**src/txq_split_cfg.svh**
```systemverilog
// constants for the port-3 transmit-queue split register bank
`ifndef TXQ_SPLIT_CFG_SVH
`define TXQ_SPLIT_CFG_SVH
`define OFS_Q3_SPLIT      8'h00
`define OFS_Q2_SPLIT      8'hb8
`define OFS_Q1_SPLIT      8'hb9
`define OFS_Q0_SPLIT      8'hba
`define OFS_GLOBAL_CTRL   8'h00
`define IDX_Q3_SPLIT      8'hb7
`define IDX_GLOBAL_CTRL   8'h05
`define SEL_BIT           7
`define GLOBAL_EN_BIT     3
`define SEL_RESET         1'b1
`define RSVD_RESET        7'h00
`define GLOBAL_EN_RESET   1'b0
`define HTRANS_NONSEQ     2'b10
`define HSIZE_WORD        3'b010
`define WEIGHT_4Q         16'h8421
`define WEIGHT_2Q         8'h21
`endif

```
**src/txq_split_pkg.sv**
```systemverilog
// types for the port-3 transmit-queue split register bank
package txq_split_pkg;
  typedef enum logic [1:0] {
    sched_strict,
    sched_weighted,
    sched_mixed
  } sched_mode_t;
endpackage

```
**src/port3_txq_split_priority_cfg.sv**
```systemverilog
// ahb-lite register bank selecting port-3 transmit queue scheduling
//
// Register access over AHB-Lite was chosen for this implementation.
`include "txq_split_cfg.svh"
// Functional notes
// - all select bits clear, global enable clear: strict priority
// - all set, four queues: 8:4:2:1 weighting
// - all set, two queues: 2:1 weighting
// - low seven bits read-only reserved
// - bit 7 read/write select per queue
module port3_txq_split_priority_cfg
  import txq_split_pkg::*;
(
  input  wire logic        hclk,
  input  wire logic        hresetn,
  input  wire logic        ce,
  input  wire logic        hsel,
  input  wire logic [31:0] haddr,
  input  wire logic [1:0]  htrans,
  input  wire logic        hwrite,
  input  wire logic [2:0]  hsize,
  input  wire logic [31:0] hwdata,
  input  wire logic        hready,
  input  wire logic        two_queue,
  input  wire logic [3:0]  transmit_queue_pending,
  input  wire logic        transmit_queue_take,
  output logic      [31:0] hrdata,
  output logic             hreadyout,
  output logic             hresp,
  output logic      [3:0]  transmit_queue_grant,
  output logic      [1:0]  sched_mode_q
);
  logic [3:0] sel_q;
  logic       global_en_q;
  logic       wr_pend_q;
  logic [9:0] wr_addr_q;
  logic [31:0] hrdata_q;
  logic [1:0]  mode_q;

  wire addr_take = hsel & hready & (htrans == `HTRANS_NONSEQ) & ce;
  wire [9:0] a = haddr[9:0];

  function automatic logic [9:0] byte_addr(input logic [7:0] idx);
    byte_addr = {idx, 2'b00};
  endfunction

  // decode: printed offsets are not word aligned, so each is an index
  wire hit_q3 = (a == byte_addr(`IDX_Q3_SPLIT));
  wire hit_q2 = (a == byte_addr(`OFS_Q2_SPLIT));
  wire hit_q1 = (a == byte_addr(`OFS_Q1_SPLIT));
  wire hit_q0 = (a == byte_addr(`OFS_Q0_SPLIT));
  wire hit_gl = (a == byte_addr(`IDX_GLOBAL_CTRL));
  wire [3:0] hit_sel = {hit_q3, hit_q2, hit_q1, hit_q0};
  wire [3:0] wsel = {wr_addr_q == byte_addr(`IDX_Q3_SPLIT),
                     wr_addr_q == byte_addr(`OFS_Q2_SPLIT),
                     wr_addr_q == byte_addr(`OFS_Q1_SPLIT),
                     wr_addr_q == byte_addr(`OFS_Q0_SPLIT)};
  wire wr_gl = wr_addr_q == byte_addr(`IDX_GLOBAL_CTRL);

  // reserved bits always read back their default, writes are dropped
  wire [7:0] rd_split = {(|(hit_sel & sel_q)), `RSVD_RESET};
  wire [7:0] rd_gl = {4'h0, global_en_q, 3'h0};
  wire [31:0] rd_d = (|hit_sel) ? {24'h00_0000, rd_split}
                   : hit_gl ? {24'h00_0000, rd_gl} : 32'h0000_0000;

  // mode: select bits uniform decide strict or weighted; global enable overrides strict
  wire all_clr = (sel_q == 4'h0);
  wire all_set = (sel_q == 4'hf);
  wire [1:0] mode_d = (all_clr && !global_en_q) ? 2'(sched_strict)
                    : all_set ? 2'(sched_weighted)
                    : 2'(sched_mixed);

  always_ff @(posedge hclk or negedge hresetn) begin
    if (!hresetn) begin
      wr_pend_q <= 1'b0;
      wr_addr_q <= 10'h000;
    end else if (ce && hready) begin
      wr_pend_q <= addr_take & hwrite & (hsize == `HSIZE_WORD);
      wr_addr_q <= a;
    end
  end

  always_ff @(posedge hclk or negedge hresetn) begin
    if (!hresetn) begin
      sel_q       <= {4{`SEL_RESET}};
      global_en_q <= `GLOBAL_EN_RESET;
    end else if (ce && wr_pend_q) begin
      for (int i = 0; i < 4; i++) begin
        if (wsel[i]) sel_q[i] <= hwdata[`SEL_BIT];
      end
      if (wr_gl) global_en_q <= hwdata[`GLOBAL_EN_BIT];
    end
  end

  always_ff @(posedge hclk or negedge hresetn) begin
    if (!hresetn) begin
      hrdata_q <= 32'h0000_0000;
      mode_q   <= 2'(sched_strict);
    end else if (ce) begin
      if (addr_take && !hwrite) hrdata_q <= rd_d;
      mode_q <= mode_d;
    end
  end

  // zero wait states: the slave never stretches and always answers okay
  always_ff @(posedge hclk or negedge hresetn) begin
    if (!hresetn) begin
      hreadyout <= 1'b1;
      hresp     <= 1'b0;
    end else begin
      hreadyout <= 1'b1;
      hresp     <= 1'b0;
    end
  end

  assign hrdata = hrdata_q;
  assign sched_mode_q = mode_q;

  txq_weight_sched #(.QN(4)) u_sched (
    .hclk       (hclk),
    .hresetn    (hresetn),
    .ce         (ce),
    .mode       (sched_mode_t'(mode_q)),
    .two_queue  (two_queue),
    .pending    (transmit_queue_pending),
    .grant_take (transmit_queue_take),
    .grant_q    (transmit_queue_grant)
  );
endmodule

```
**src/txq_weight_sched.sv**
```systemverilog
// weighted/strict transmit queue arbiter for port 3
`include "txq_split_cfg.svh"
module txq_weight_sched
  import txq_split_pkg::*;
#(
  parameter int QN = 4
) (
  input  wire logic          hclk,
  input  wire logic          hresetn,
  input  wire logic          ce,
  input  wire sched_mode_t   mode,
  input  wire logic          two_queue,
  input  wire logic [QN-1:0] pending,
  input  wire logic          grant_take,
  output logic      [QN-1:0] grant_q
);
  // the weight tables are laid out for four queues; refuse anything else at elaboration
  if (QN != 4) begin : g_bad_qn
    $error("txq_weight_sched supports four queues only");
  end

  logic [3:0] credit_q [QN];
  logic [3:0] credit_d [QN];
  logic [QN-1:0] grant_d;
  logic [15:0] w4;
  logic [7:0]  w2;
  assign w4 = `WEIGHT_4Q;
  assign w2 = `WEIGHT_2Q;

  function automatic logic [3:0] weight_of(input int q, input logic two);
    if (two) weight_of = (q == 3) ? w2[7:4] : (q == 0) ? w2[3:0] : 4'h0;
    else weight_of = w4[q*4 +: 4];
  endfunction

  always_comb begin
    logic found;
    logic refill;
    found = 1'b0;
    refill = 1'b1;
    grant_d = '0;
    for (int q = 0; q < QN; q++) credit_d[q] = credit_q[q];
    if (mode == sched_strict) begin
      for (int q = QN-1; q >= 0; q--) begin
        if (!found && pending[q]) begin
          grant_d[q] = 1'b1;
          found = 1'b1;
        end
      end
    end else begin
      // mixed settings fall to weighted service; they have no defined meaning
      for (int q = QN-1; q >= 0; q--) begin
        if (pending[q] && credit_q[q] != 4'h0) refill = 1'b0;
      end
      for (int q = QN-1; q >= 0; q--) begin
        if (refill) credit_d[q] = weight_of(q, two_queue);
        if (!found && pending[q] && credit_d[q] != 4'h0) begin
          grant_d[q] = 1'b1;
          found = 1'b1;
          if (grant_take) credit_d[q] = credit_d[q] - 4'h1;
        end
      end
    end
  end

  always_ff @(posedge hclk or negedge hresetn) begin
    if (!hresetn) begin
      grant_q <= '0;
      for (int q = 0; q < QN; q++) credit_q[q] <= 4'h0;
    end else if (ce) begin
      grant_q <= grant_d;
      for (int q = 0; q < QN; q++) credit_q[q] <= credit_d[q];
    end
  end
endmodule
```
**config.mk**
```make
export PLATFORM = sky130hd
export DESIGN_NAME = port3_txq_split_priority_cfg
export DESIGN_NICKNAME = d
export VERILOG_FILES = /design/src/txq_split_pkg.sv /design/src/port3_txq_split_priority_cfg.sv /design/src/txq_weight_sched.sv
export VERILOG_INCLUDE_DIRS = /design/src
export SDC_FILE = /design/constraint.sdc
export NUM_CORES = 1
export LEC_CHECK = 0
export ABC_AREA = 1
export BUFFER_PORTS_ARGS = -buffer_cell sky130_fd_sc_hd__buf_2
export CELL_PAD_IN_SITES_DETAIL_PLACEMENT = 1
export CELL_PAD_IN_SITES_GLOBAL_PLACEMENT = 1
export CORE_MARGIN = 3
export CORE_UTILIZATION = 33
export DETAILED_ROUTE_END_ITERATION = 16
export GPL_ROUTABILITY_DRIVEN = 1
export MAX_ROUTING_LAYER = met4
export PLACE_DENSITY_LB_ADDON = 0.25
export REMOVE_ABC_BUFFERS = 1
export SLEW_MARGIN = 20
export SYNTH_ARGS = -nofsm -noshare
export SYNTH_HDL_FRONTEND = slang
export SYNTH_SLANG_ARGS = --single-unit
export TNS_END_PERCENT = 1
```
**constraint.sdc**
```tcl
create_clock -name hclk -period 3 [get_ports hclk]
set_clock_uncertainty 0.05 [all_clocks]
set_input_delay 0.15 -clock hclk [delete_from_list [all_inputs] [get_ports hclk]]
set_output_delay 0.15 -clock hclk [all_outputs]
set_load 0.03 [all_outputs]
```
Yosys cells after proc, flatten, opt, wreduce, memory -nomap -nowiden

Cells that the tools add are included.

Output and inout bits: 40
Logic and storage cells: 130
Bits of input ports: 81
Bits in registers: 70

Bitwise operators: 7
Add/subtract/negate cells: 4
Mux-type cells: 47
Equal/unequal tests: 13
Reductions and logical operators: 45

Operators by type and width:

| operator                                                               | number |
|---|---|
| 10-bit equality test, second input constant                            | 8 |
| 4-bit 2-to-1 mux                                                       | 19 |
| 4-bit nonzero test                                                     | 8 |
| 1-bit 2-to-1 mux                                                       | 23 |
| 10-bit by 5-bit equality test with 1-bit output, second input constant | 2 |
| 1-bit logical AND                                                      | 18 |
| 4-bit by 1-bit subtractor with 4-bit output, second input constant     | 4 |
| 2-bit AND reduction                                                    | 7 |
| 1-bit logical NOT                                                      | 8 |
| 8-bit 2-to-1 mux                                                       | 1 |
| 4-bit OR reduction                                                     | 2 |
| 2-bit 2-to-1 mux                                                       | 3 |
| 1-bit AND                                                              | 5 |
| 4-bit AND                                                              | 1 |
| 4-bit equality test, second input constant                             | 1 |
| 4-bit logical NOT                                                      | 1 |
| 3-bit by 2-bit equality test with 1-bit output, second input constant  | 1 |
| 3-bit 2-to-1 mux                                                       | 1 |
| 2-bit equality test, second input constant                             | 1 |
| 2-bit logical NOT                                                      | 1 |
| 1-bit inverter                                                         | 1 |

Logic depth before layout (Yosys ltp)

Gate-level depths: netlist of the first run.

Depth after elaboration: 28
Mapped depth: 20
Mapped depth without buffers: 19

By module

From an unflattened synthesis of the first run, not the netlist that was laid out.

Cells, all modules: 442
Area, all modules: 3,031.7 um2

Modules (own cells, without submodules):

| module                       | seq. area each (um2) | cells an instance | instances | area an instance (um2) |
|---|---|---|---|---|
| txq_weight_sched             | 500.5                | 253               | 1         | 1,669.1 |
| port3_txq_split_priority_cfg | 505.5                | 189               | 1         | 1,362.6 |

Worst setup path before layout of the first run

OpenSTA, ideal clock, no wires.

Kind: reg-to-reg
From: reg u_sched.credit_q[12] (netlist name)
To: reg u_sched.credit_q[4] (netlist name)
Buffers on the path: 1
Period minus slack after synthesis: 2,139 ps
Data required time: 2,829 ps
Arrival time: 1,968 ps
Cell stages (with the launch flop): 18
Library setup time: 121 ps
Setup slack: 861 ps
Cells stage by stage: dfrtp_1 > nor2_2 > nand2_1 > nand2_1 > nand2_2 > inv_2 > nand2_2 > buf_2 > nand2_1 > ha_1 > inv_1 > a21oi_1 > nand2_2 > nand2_4 > nand2_4 > nor2_4 > nand2_2 > xor2_1

Longest elaborated chain between the ends: 14
Elaborated cells on any way between the ends: 19
Those cells by class: 1 x add/sub; 10 x mux; 8 x reduce/logical

RTL lines:

| what                           | RTL line               | source |
|---|---|---|
| from (decl)                    | txq_weight_sched.sv:22 | `logic [3:0] credit_q [QN];` |
| 4-bit nonzero test (*)         | txq_weight_sched.sv:52 | `if (pending[q] && credit_q[q] != 4'h0) refill = 1'b0;` |
| 1-bit logical AND (*)          | txq_weight_sched.sv:52 |  |
| 1-bit 2-to-1 mux (*)           | txq_weight_sched.sv:52 |  |
| 1-bit 2-to-1 mux (*)           | txq_weight_sched.sv:42 | `if (mode == sched_strict) begin` |
| 4-bit 2-to-1 mux               | txq_weight_sched.sv:55 | `if (refill) credit_d[q] = weight_of(q, two_queue);` |
| 4-bit 2-to-1 mux               | txq_weight_sched.sv:42 |  |
| 4-bit nonzero test             | txq_weight_sched.sv:56 | `if (!found && pending[q] && credit_d[q] != 4'h0) begin` |
| 1-bit logical AND              | txq_weight_sched.sv:56 |  |
| 1-bit 2-to-1 mux               | txq_weight_sched.sv:56 |  |
| 1-bit 2-to-1 mux               | txq_weight_sched.sv:42 |  |
| 1-bit logical NOT              | txq_weight_sched.sv:56 |  |
| 1-bit logical AND (2 in a row) | txq_weight_sched.sv:56 |  |
| 4-bit 2-to-1 mux (*)           | txq_weight_sched.sv:56 |  |

Mark *: on every way between the ends. The rest lies on a longest branch, timed or not. The select of a mux whose other input is x is not followed.
A chain may end at the register's enable or synchronous reset.

Worst setup path after layout of the first run

From: reg u_sched.credit_q[8] (netlist name)
To: reg u_sched.credit_q[4] (netlist name)

Longest elaborated chain between the ends: 15
Elaborated cells on any way between the ends: 20
Those cells by class: 1 x add/sub; 11 x mux; 8 x reduce/logical

RTL lines:

| what                              | RTL line |
|---|---|
| 4-bit nonzero test (*)            | txq_weight_sched.sv:52 |
| 1-bit logical AND (*)             | txq_weight_sched.sv:52 |
| 1-bit 2-to-1 mux (*) (2 in a row) | txq_weight_sched.sv:52 |
| 1-bit 2-to-1 mux (*)              | txq_weight_sched.sv:42 |
| 4-bit 2-to-1 mux                  | txq_weight_sched.sv:55 |
| 4-bit 2-to-1 mux                  | txq_weight_sched.sv:42 |
| 4-bit nonzero test                | txq_weight_sched.sv:56 |
| 1-bit logical AND                 | txq_weight_sched.sv:56 |
| 1-bit 2-to-1 mux                  | txq_weight_sched.sv:56 |
| 1-bit 2-to-1 mux                  | txq_weight_sched.sv:42 |
| 1-bit logical NOT                 | txq_weight_sched.sv:56 |
| 1-bit logical AND (2 in a row)    | txq_weight_sched.sv:56 |
| 4-bit 2-to-1 mux (*)              | txq_weight_sched.sv:56 |

Marked as above.

==> results of run 1 <==
==> per-layer routing <==
| metal | up-vias | global-route usage [%] | routed length [µm] |
|---|---|---|---|
| met2 | 51 | 29.34 | 3882 |
| met5 | - | - | 0 |
| met4 | 0 | 3.571 | 43 |
| li1 | 1299 | - | - |
| met3 | 4 | 2.665 | 259 |
| met1 | 1246 | 20.23 | 3433 |
==> synthesized netlist by cell type, drive strengths merged (2+ instances only) <==
cell type / number / area share (%)
dfrtp: 36 / 31
inv: 48 / 6.3
nand2: 131 / 18
nand3: 20 / 3.9
nor2: 41 / 7.8
buf: 36 / 9.3
nand4: 13 / 2.8
dfstp: 4 / 3.7
nor3: 10 / 1.7
nor4: 4 / 0.87
o21ai: 30 / 5.4
o211ai: 2 / 0.52
conb: 2 / 0.26
a21oi: 5 / 0.87
mux2i: 2 / 0.70
xor2: 5 / 1.5
clkbuf: 5 / 0.66
ha: 4 / 1.7
==> power by group <==
part	internal, µW	total (µW)	switching, µW
logic	489	1470	981
registers	672	781	109
clock network	210	409	199
==> final timing paths <==
check	end	slack (ns)
max in group asynchronous	u_sched.credit_q[14]	1.82
hold / removal	global_en_q	0.03
min in group asynchronous	u_sched.credit_q[6]	0.49
setup / recovery	u_sched.credit_q[4]	0.42
hold reg to reg	wr_addr_q[0]	0.44
setup reg to reg	u_sched.credit_q[4]	0.42
==> sequential cells by signal, summed over array words and instances, names as in the netlist <==
register,flops
global_en_q,1
hrdata,2
sel_q,4
wr_pend_q,1
wr_addr_q,10
sched_mode_q,2
u_sched.credit_q,16
u_sched.grant_q,4
==> repair_timing <==
item / 4_1_cts / 5_1_grt
hold buffers: 3 / 0
endpoints found under the setup margin: 0 / 0
hold endpoints to repair: 30 / 0
==> through the flow <==
stage / util [%] / hold slack, ns / total power (µW) / instance area (µm²)
after floorplan: - / -0.1956 / 1902 / 2691
final: 37.83 / 0.02959 / 2660 / 3156
after global placement: 36.27 / 0.2986 / 2219 / 3025
after global routing: 37.83 / 0.04091 / 2951 / 3156
after CTS: 37.83 / 0.02350 / 2702 / 3156
after detailed placement: 36.27 / 0.2958 / 2276 / 3025
==> cell families after synthesis <==
| group | count (synthesis) |
|---|---|
| AOI/OAI and AO/OA | 40 |
| xor gates and xnor gates | 6 |
| adders and majority gates | 4 |
| buffers and inverters | 89 |
| DFF | 40 |
| muxes | 3 |
| other | 2 |
| and+or+nand+nor | 221 |
==> critical path: stages (launching register included) <==
cell,delay [ns]
dfrtp_1,0.43
nor2_1,0.07
nand2_1,0.07
nand2_1,0.06
nand2_2,0.11
nor2_4,0.04
buf_4,0.17
o21ai_0,0.28
ha_1,0.23
inv_1,0.06
a21oi_1,0.17
nand2_2,0.11
nand2_4,0.15
nand2_4,0.10
nor2_4,0.13
nand2_2,0.06
xor2_1,0.14
==> final cells by class <==
| type | instances | area (µm²) |
|---|---|---|
| clock buffers | 8 | 100.1 |
| fillers | 1100 | 5185 |
| inverters | 48 | 180.2 |
| multi-input cells | 306 | 1505 |
| flip-flops and latches | 40 | 1006 |
| well taps | 105 | 131.4 |
| repair buffers | 42 | 232.7 |
==> results.ini, run 1 <==
[outcome]
status=finished, final reports clean

[clocking]
post_cts_buffers=0
cts_max_level=2
cts_tree=yes
clkSlewWorstSetupHoldPaths_ns=0.09
clock_latency_ns=0.30
cts_num_sinks=40
cts_resized=0
root_buffer=clkbuf_8
cts_made_buffers=5
ctsLongestPathBuffers=2

[floorplan]
io_pins=121
fp.dieArea_um2=9833
start_util_pct=34.34
core-area_um2=8341
die_w_um=99.16
std_cell_rows=33
dieHeight_um=99.16

[synth]
async_flop_share_pct=100.0
syn_area_per_cell_um2=7.072
ys_types=36
synth_cells=405
synth-compound-area-share_pct=7.602
synth_top_family_by_area=simple AND/OR/NAND/NOR gates
synth-simple-area-share_pct=36.09
synth_edf_count=0
synth-warning-count=0
syn_area_um2=2864
ys_seq_area_share_pct=35.12
synth_xor_area_share_pct=1.835
synth_fa_ha_area_share_pct=1.747
synth-seq-cells=40
synth_flop_cell=dfrtp_1
synthMuxAreaShare_pct=1.092

[placed_design]
dp_hpwl_um=5834
dp.cells=538
io_buffers=36
preCtsSetupSlack_ns=0.4419
gp_congestion=0.8689

[timing]
drv_slew=0
slew_headroom_pct=37.76
hold_viol=0
tns_ns=0
setup_viol=0
timing.fmax_mhz=388.0
setup_ws_ns=0.4224
rsz0062_at_grt=false
fin_crit_ns=2.578
min_period_over_period_pct=85.92
worst_pin_slew_ns=0.9336

[final_layout]
final_cells=549
final_layout_size_suffix_gt1_share_pct=16.89
final_common_cell=nand2_1
diodes=0
syn2layout_area_growth_pct=10.18
mostFrequentLayoutCells=nand2_1 (122), inv_1 (46), dfrtp_1 (36), buf_2 (36), conb_1 (32)
nNetsFinal=528

[critical_path]
cp-end-kind=register
cp.arrival_ns=2.71
critPathLaunchType=register
crit_fanout=10
r2r_start=u_sched.credit_q[8]
crit_start=u_sched.credit_q[8]
required_ns=3.13
crit_type=register to register
rr_worst_depth=16

[grt]
grt_util_all_layers_pct=16.70
grt_pass1_wl_um=13040
antenna_found_initial=0
first_global_vias=2737
grt_max_degree=41
grt_overflow=0

[drt]
num_vias=2600
avgRoutedWirePerCell_um=13.88
viasPerCell=4.736
drc_errors=0
ant_nets=0
drt_first_pass_iters=4
wl_um=7619
drt-initial-drc-count=47

[power_and_ir_drop]
p_leak_uw=0.001722
cellPowerDensity_nw_per_um2=843.0
peakVddDrop_mv=0.2230

[hold_path]
worstHoldStart=hwdata[3]
min_path_cells=3
hp-class=primary input to register

[run]
cap_violations=0

Note: power is estimated with default switching activity, not from simulation.
==> run 2, diff against run 1 <==
Settings changed: BUFFER_PORTS_ARGS -buffer_cell sky130_fd_sc_hd__buf_2 to default, CORE_UTILIZATION 33 to 44, DONT_BUFFER_PORTS from default to 1.
==> results.ini, run 2 (synthesis gave the netlist of run 1 again) <==
[critical_path]
crit_chain=nor2_1 > nand2_1 > nand2_1 > nand2_2 > nor2_4 > buf_4 > o21ai_0 > ha_1 > inv_1 > a21oi_1 > nand2_2 > nand2_4 > nand2_4 > nor2_4 > nand2_2 > xor2_1  ; unchanged
slowest_stage=dfrtp_1  ; unchanged
crit_fanout=10  ; unchanged
critPathMaxStageDelay_ns=0.43  ; about the same
rr_worst_depth=16  ; unchanged
crit_top_cell=nand2_2  ; unchanged
crit_start=u_sched.credit_q[10]  ; was u_sched.credit_q[8]
cp-end-kind=register  ; unchanged
required_ns=3.15  ; was 3.13 ns
critPathLaunchType=register  ; unchanged
crit_type=register to register  ; unchanged
cp-endpoint=u_sched.credit_q[4]  ; unchanged
reg2reg_setup_slack_ns=0.52  ; was 0.42 ns
cp.arrival_ns=2.63  ; was 2.71 ns
r2r_start=u_sched.credit_q[10]  ; was u_sched.credit_q[8]
regToRegEndpoint=u_sched.credit_q[4]  ; unchanged

[final_layout]
nFillCells=816  ; was 1,100
largest_register_ffs=16  ; unchanged
multi_input_area_um2=1505  ; unchanged
largest_register=u_sched.credit_q  ; unchanged
syn2layout_area_growth_pct=7.296  ; was 10.18%
nNetsFinal=506  ; was 528
ff_latch_area_um2=1006  ; unchanged
final_layout_size_suffix_gt1_share_pct=9.479  ; was 16.89%
diodes=0  ; unchanged
final_common_cell=nand2_1  ; unchanged
mostFrequentLayoutCells=nand2_1 (122), inv_1 (46), dfrtp_1 (36)  ; was nand2_1 (122), inv_1 (46), dfrtp_1 (36), buf_2 (36), conb_1 (32)
design_area_um2=3073  ; was 3156 µm²
reg.largest.list=u_sched.credit_q: 16 flops, wr_addr_q: 10 flops  ; unchanged

[drt]
drt_first_pass_iters=4  ; unchanged
wl_um=7433  ; was 7619 µm
avgRoutedWirePerCell_um=14.96  ; was 13.88 µm
drc_errors=0  ; unchanged
drt-initial-drc-count=82  ; was 47
viasPerCell=5.157  ; was 4.736
num_vias=2563  ; was 2,600
ant_nets=0  ; unchanged

[grt]
grt_max_degree=41  ; unchanged
grt_util_all_layers_pct=21.96  ; was 16.70%
first_global_vias=2783  ; was 2,737
grt_overflow=0  ; unchanged
grt_pass1_wl_um=12700  ; was 13,040 µm
antenna_found_initial=0  ; unchanged

[floorplan]
die_w_um=86.68  ; was 99.16 µm
core-area_um2=6096  ; was 8341 µm²
io_pins=121  ; unchanged
std_cell_rows=28  ; was 33
start_util_pct=46.98  ; was 34.34%
dieHeight_um=86.68  ; was 99.16 µm
fp.dieArea_um2=7513  ; was 9833 µm²

[clocking]
clock_latency_ns=0.30  ; about the same
cts_max_level=2  ; unchanged
root_buffer=clkbuf_8  ; unchanged
clkSlewWorstSetupHoldPaths_ns=0.09  ; about the same
cts_resized=0  ; unchanged
ctsLongestPathBuffers=2  ; unchanged
cts_made_buffers=5  ; unchanged
cts_num_sinks=40  ; unchanged
cts_tree=yes  ; unchanged

[timing]
hold_slack_ns=-0.001769  ; was 0.02959 ns
timing.fmax_mhz=403.2  ; was 388.0 MHz
fin_crit_ns=2.480  ; was 2.578 ns
hold_viol=1  ; was 0
worst_pin_slew_ns=0.6142  ; was 0.9336 ns
tns_ns=0  ; unchanged
rsz0062_at_grt=false  ; unchanged
min_period_over_period_pct=82.68  ; was 85.92%
setup_viol=0  ; unchanged
drv_slew=0  ; unchanged
slew_headroom_pct=58.96  ; was 37.76%

[placed_design]
io_buffers=0  ; was 36
dp_hpwl_um=5638  ; was 5834 µm
post_dp_cell_area_um2=2808  ; was 3025 µm²
gp_congestion=0.8219  ; was 0.8689

[power_and_ir_drop]
cellPowerDensity_nw_per_um2=841.2  ; was 843.0 nW/µm²
peakVddDrop_mv=0.4187  ; was 0.2230 mV
p_leak_uw=0.001625  ; was 0.001722 µW

[hold_path]
hp-class=primary input to register  ; unchanged

[outcome]
violations=negative hold slack
status=finished, violations left  ; was finished, final reports clean

[run]
cap_violations=0  ; unchanged

run 2: cell types whose count changed in the layout (fill, tap and decap cells not counted):
cell,before,now
buf_2,36,0
dlygate4sd3_1,3,16
clkinv_2,0,1
clkbuf_8,7,5
buf_12,0,1
clkinvlp_4,0,1
run 2: stage by stage:
stage	hold slack, ns	instances	util [%]	worst slack (ns)	total power [µW]
detailed placement	-0.1946	472	46.06	0.4795	2205
CTS	0.00001382	496	50.25	0.4772	2608
global placement	-0.1946	472	46.06	0.5703	2142
finish	-0.001769	497	50.41	0.5196	2585
floorplan	-0.1956	394	-	0.6377	1902
global route	0.00006098	497	50.41	0.2015	2860
run 2: what timing repair did:
item                                   4_1_cts  5_1_grt
endpoints found under the hold margin       56        1
setup buffers                                0        0
hold buffers                                16        1
run 2: report_power, final:
part           switching [µW]  internal (µW)  total (µW)
Clock                     206            163         369
Sequential                147            672         818
Combinational             920            478        1400
run 2: worst min-delay path by stage:
stage	start	end	slack, ns	depth (start not counted)
2_1_floorplan	hresetn	global_en_q	-0.20	0
3_3_place_gp	hresetn	u_sched.credit_q[6]	-0.19	0
3_5_place_dp	hresetn	u_sched.credit_q[6]	-0.19	0
4_1_cts	transmit_queue_pending[1]	u_sched.grant_q[1]	0.00001	2
5_1_grt	haddr[9]	hrdata[3]	0.00006	3
6_report	transmit_queue_pending[1]	u_sched.grant_q[1]	-0.002	2
run 2: layer usage:
metal	routed length (µm)	vias up	global-route usage (%)
met1	3192	1216	24.67
met4	127	0	6.374
met3	309	15	3.137
met2	3803	69	40.19
li1	-	1263	-
met5	0	-	-
run 2: cell type report:
cell class              instances  share of cell area (%)
multi-input cells             306                   48.98
clock buffers                   6                   2.362
clock inverters                 2                  0.4072
repair buffers                 20                   6.596
flip-flops and latches         40                   32.74
well taps                      75                   3.054
inverters                      48                   5.863
run 2: worst max-delay path: cells and delay by family (launching register included):
kind / cells / cell delay [ns]
buffers and inverters: 2 / 0.23
AO/OA/AOI/OAI: 2 / 0.46
AND/OR/NAND/NOR: 10 / 0.86
XOR/XNOR: 1 / 0.14
adder cells (fa/ha/maj): 1 / 0.23
flip-flops: 1 / 0.43
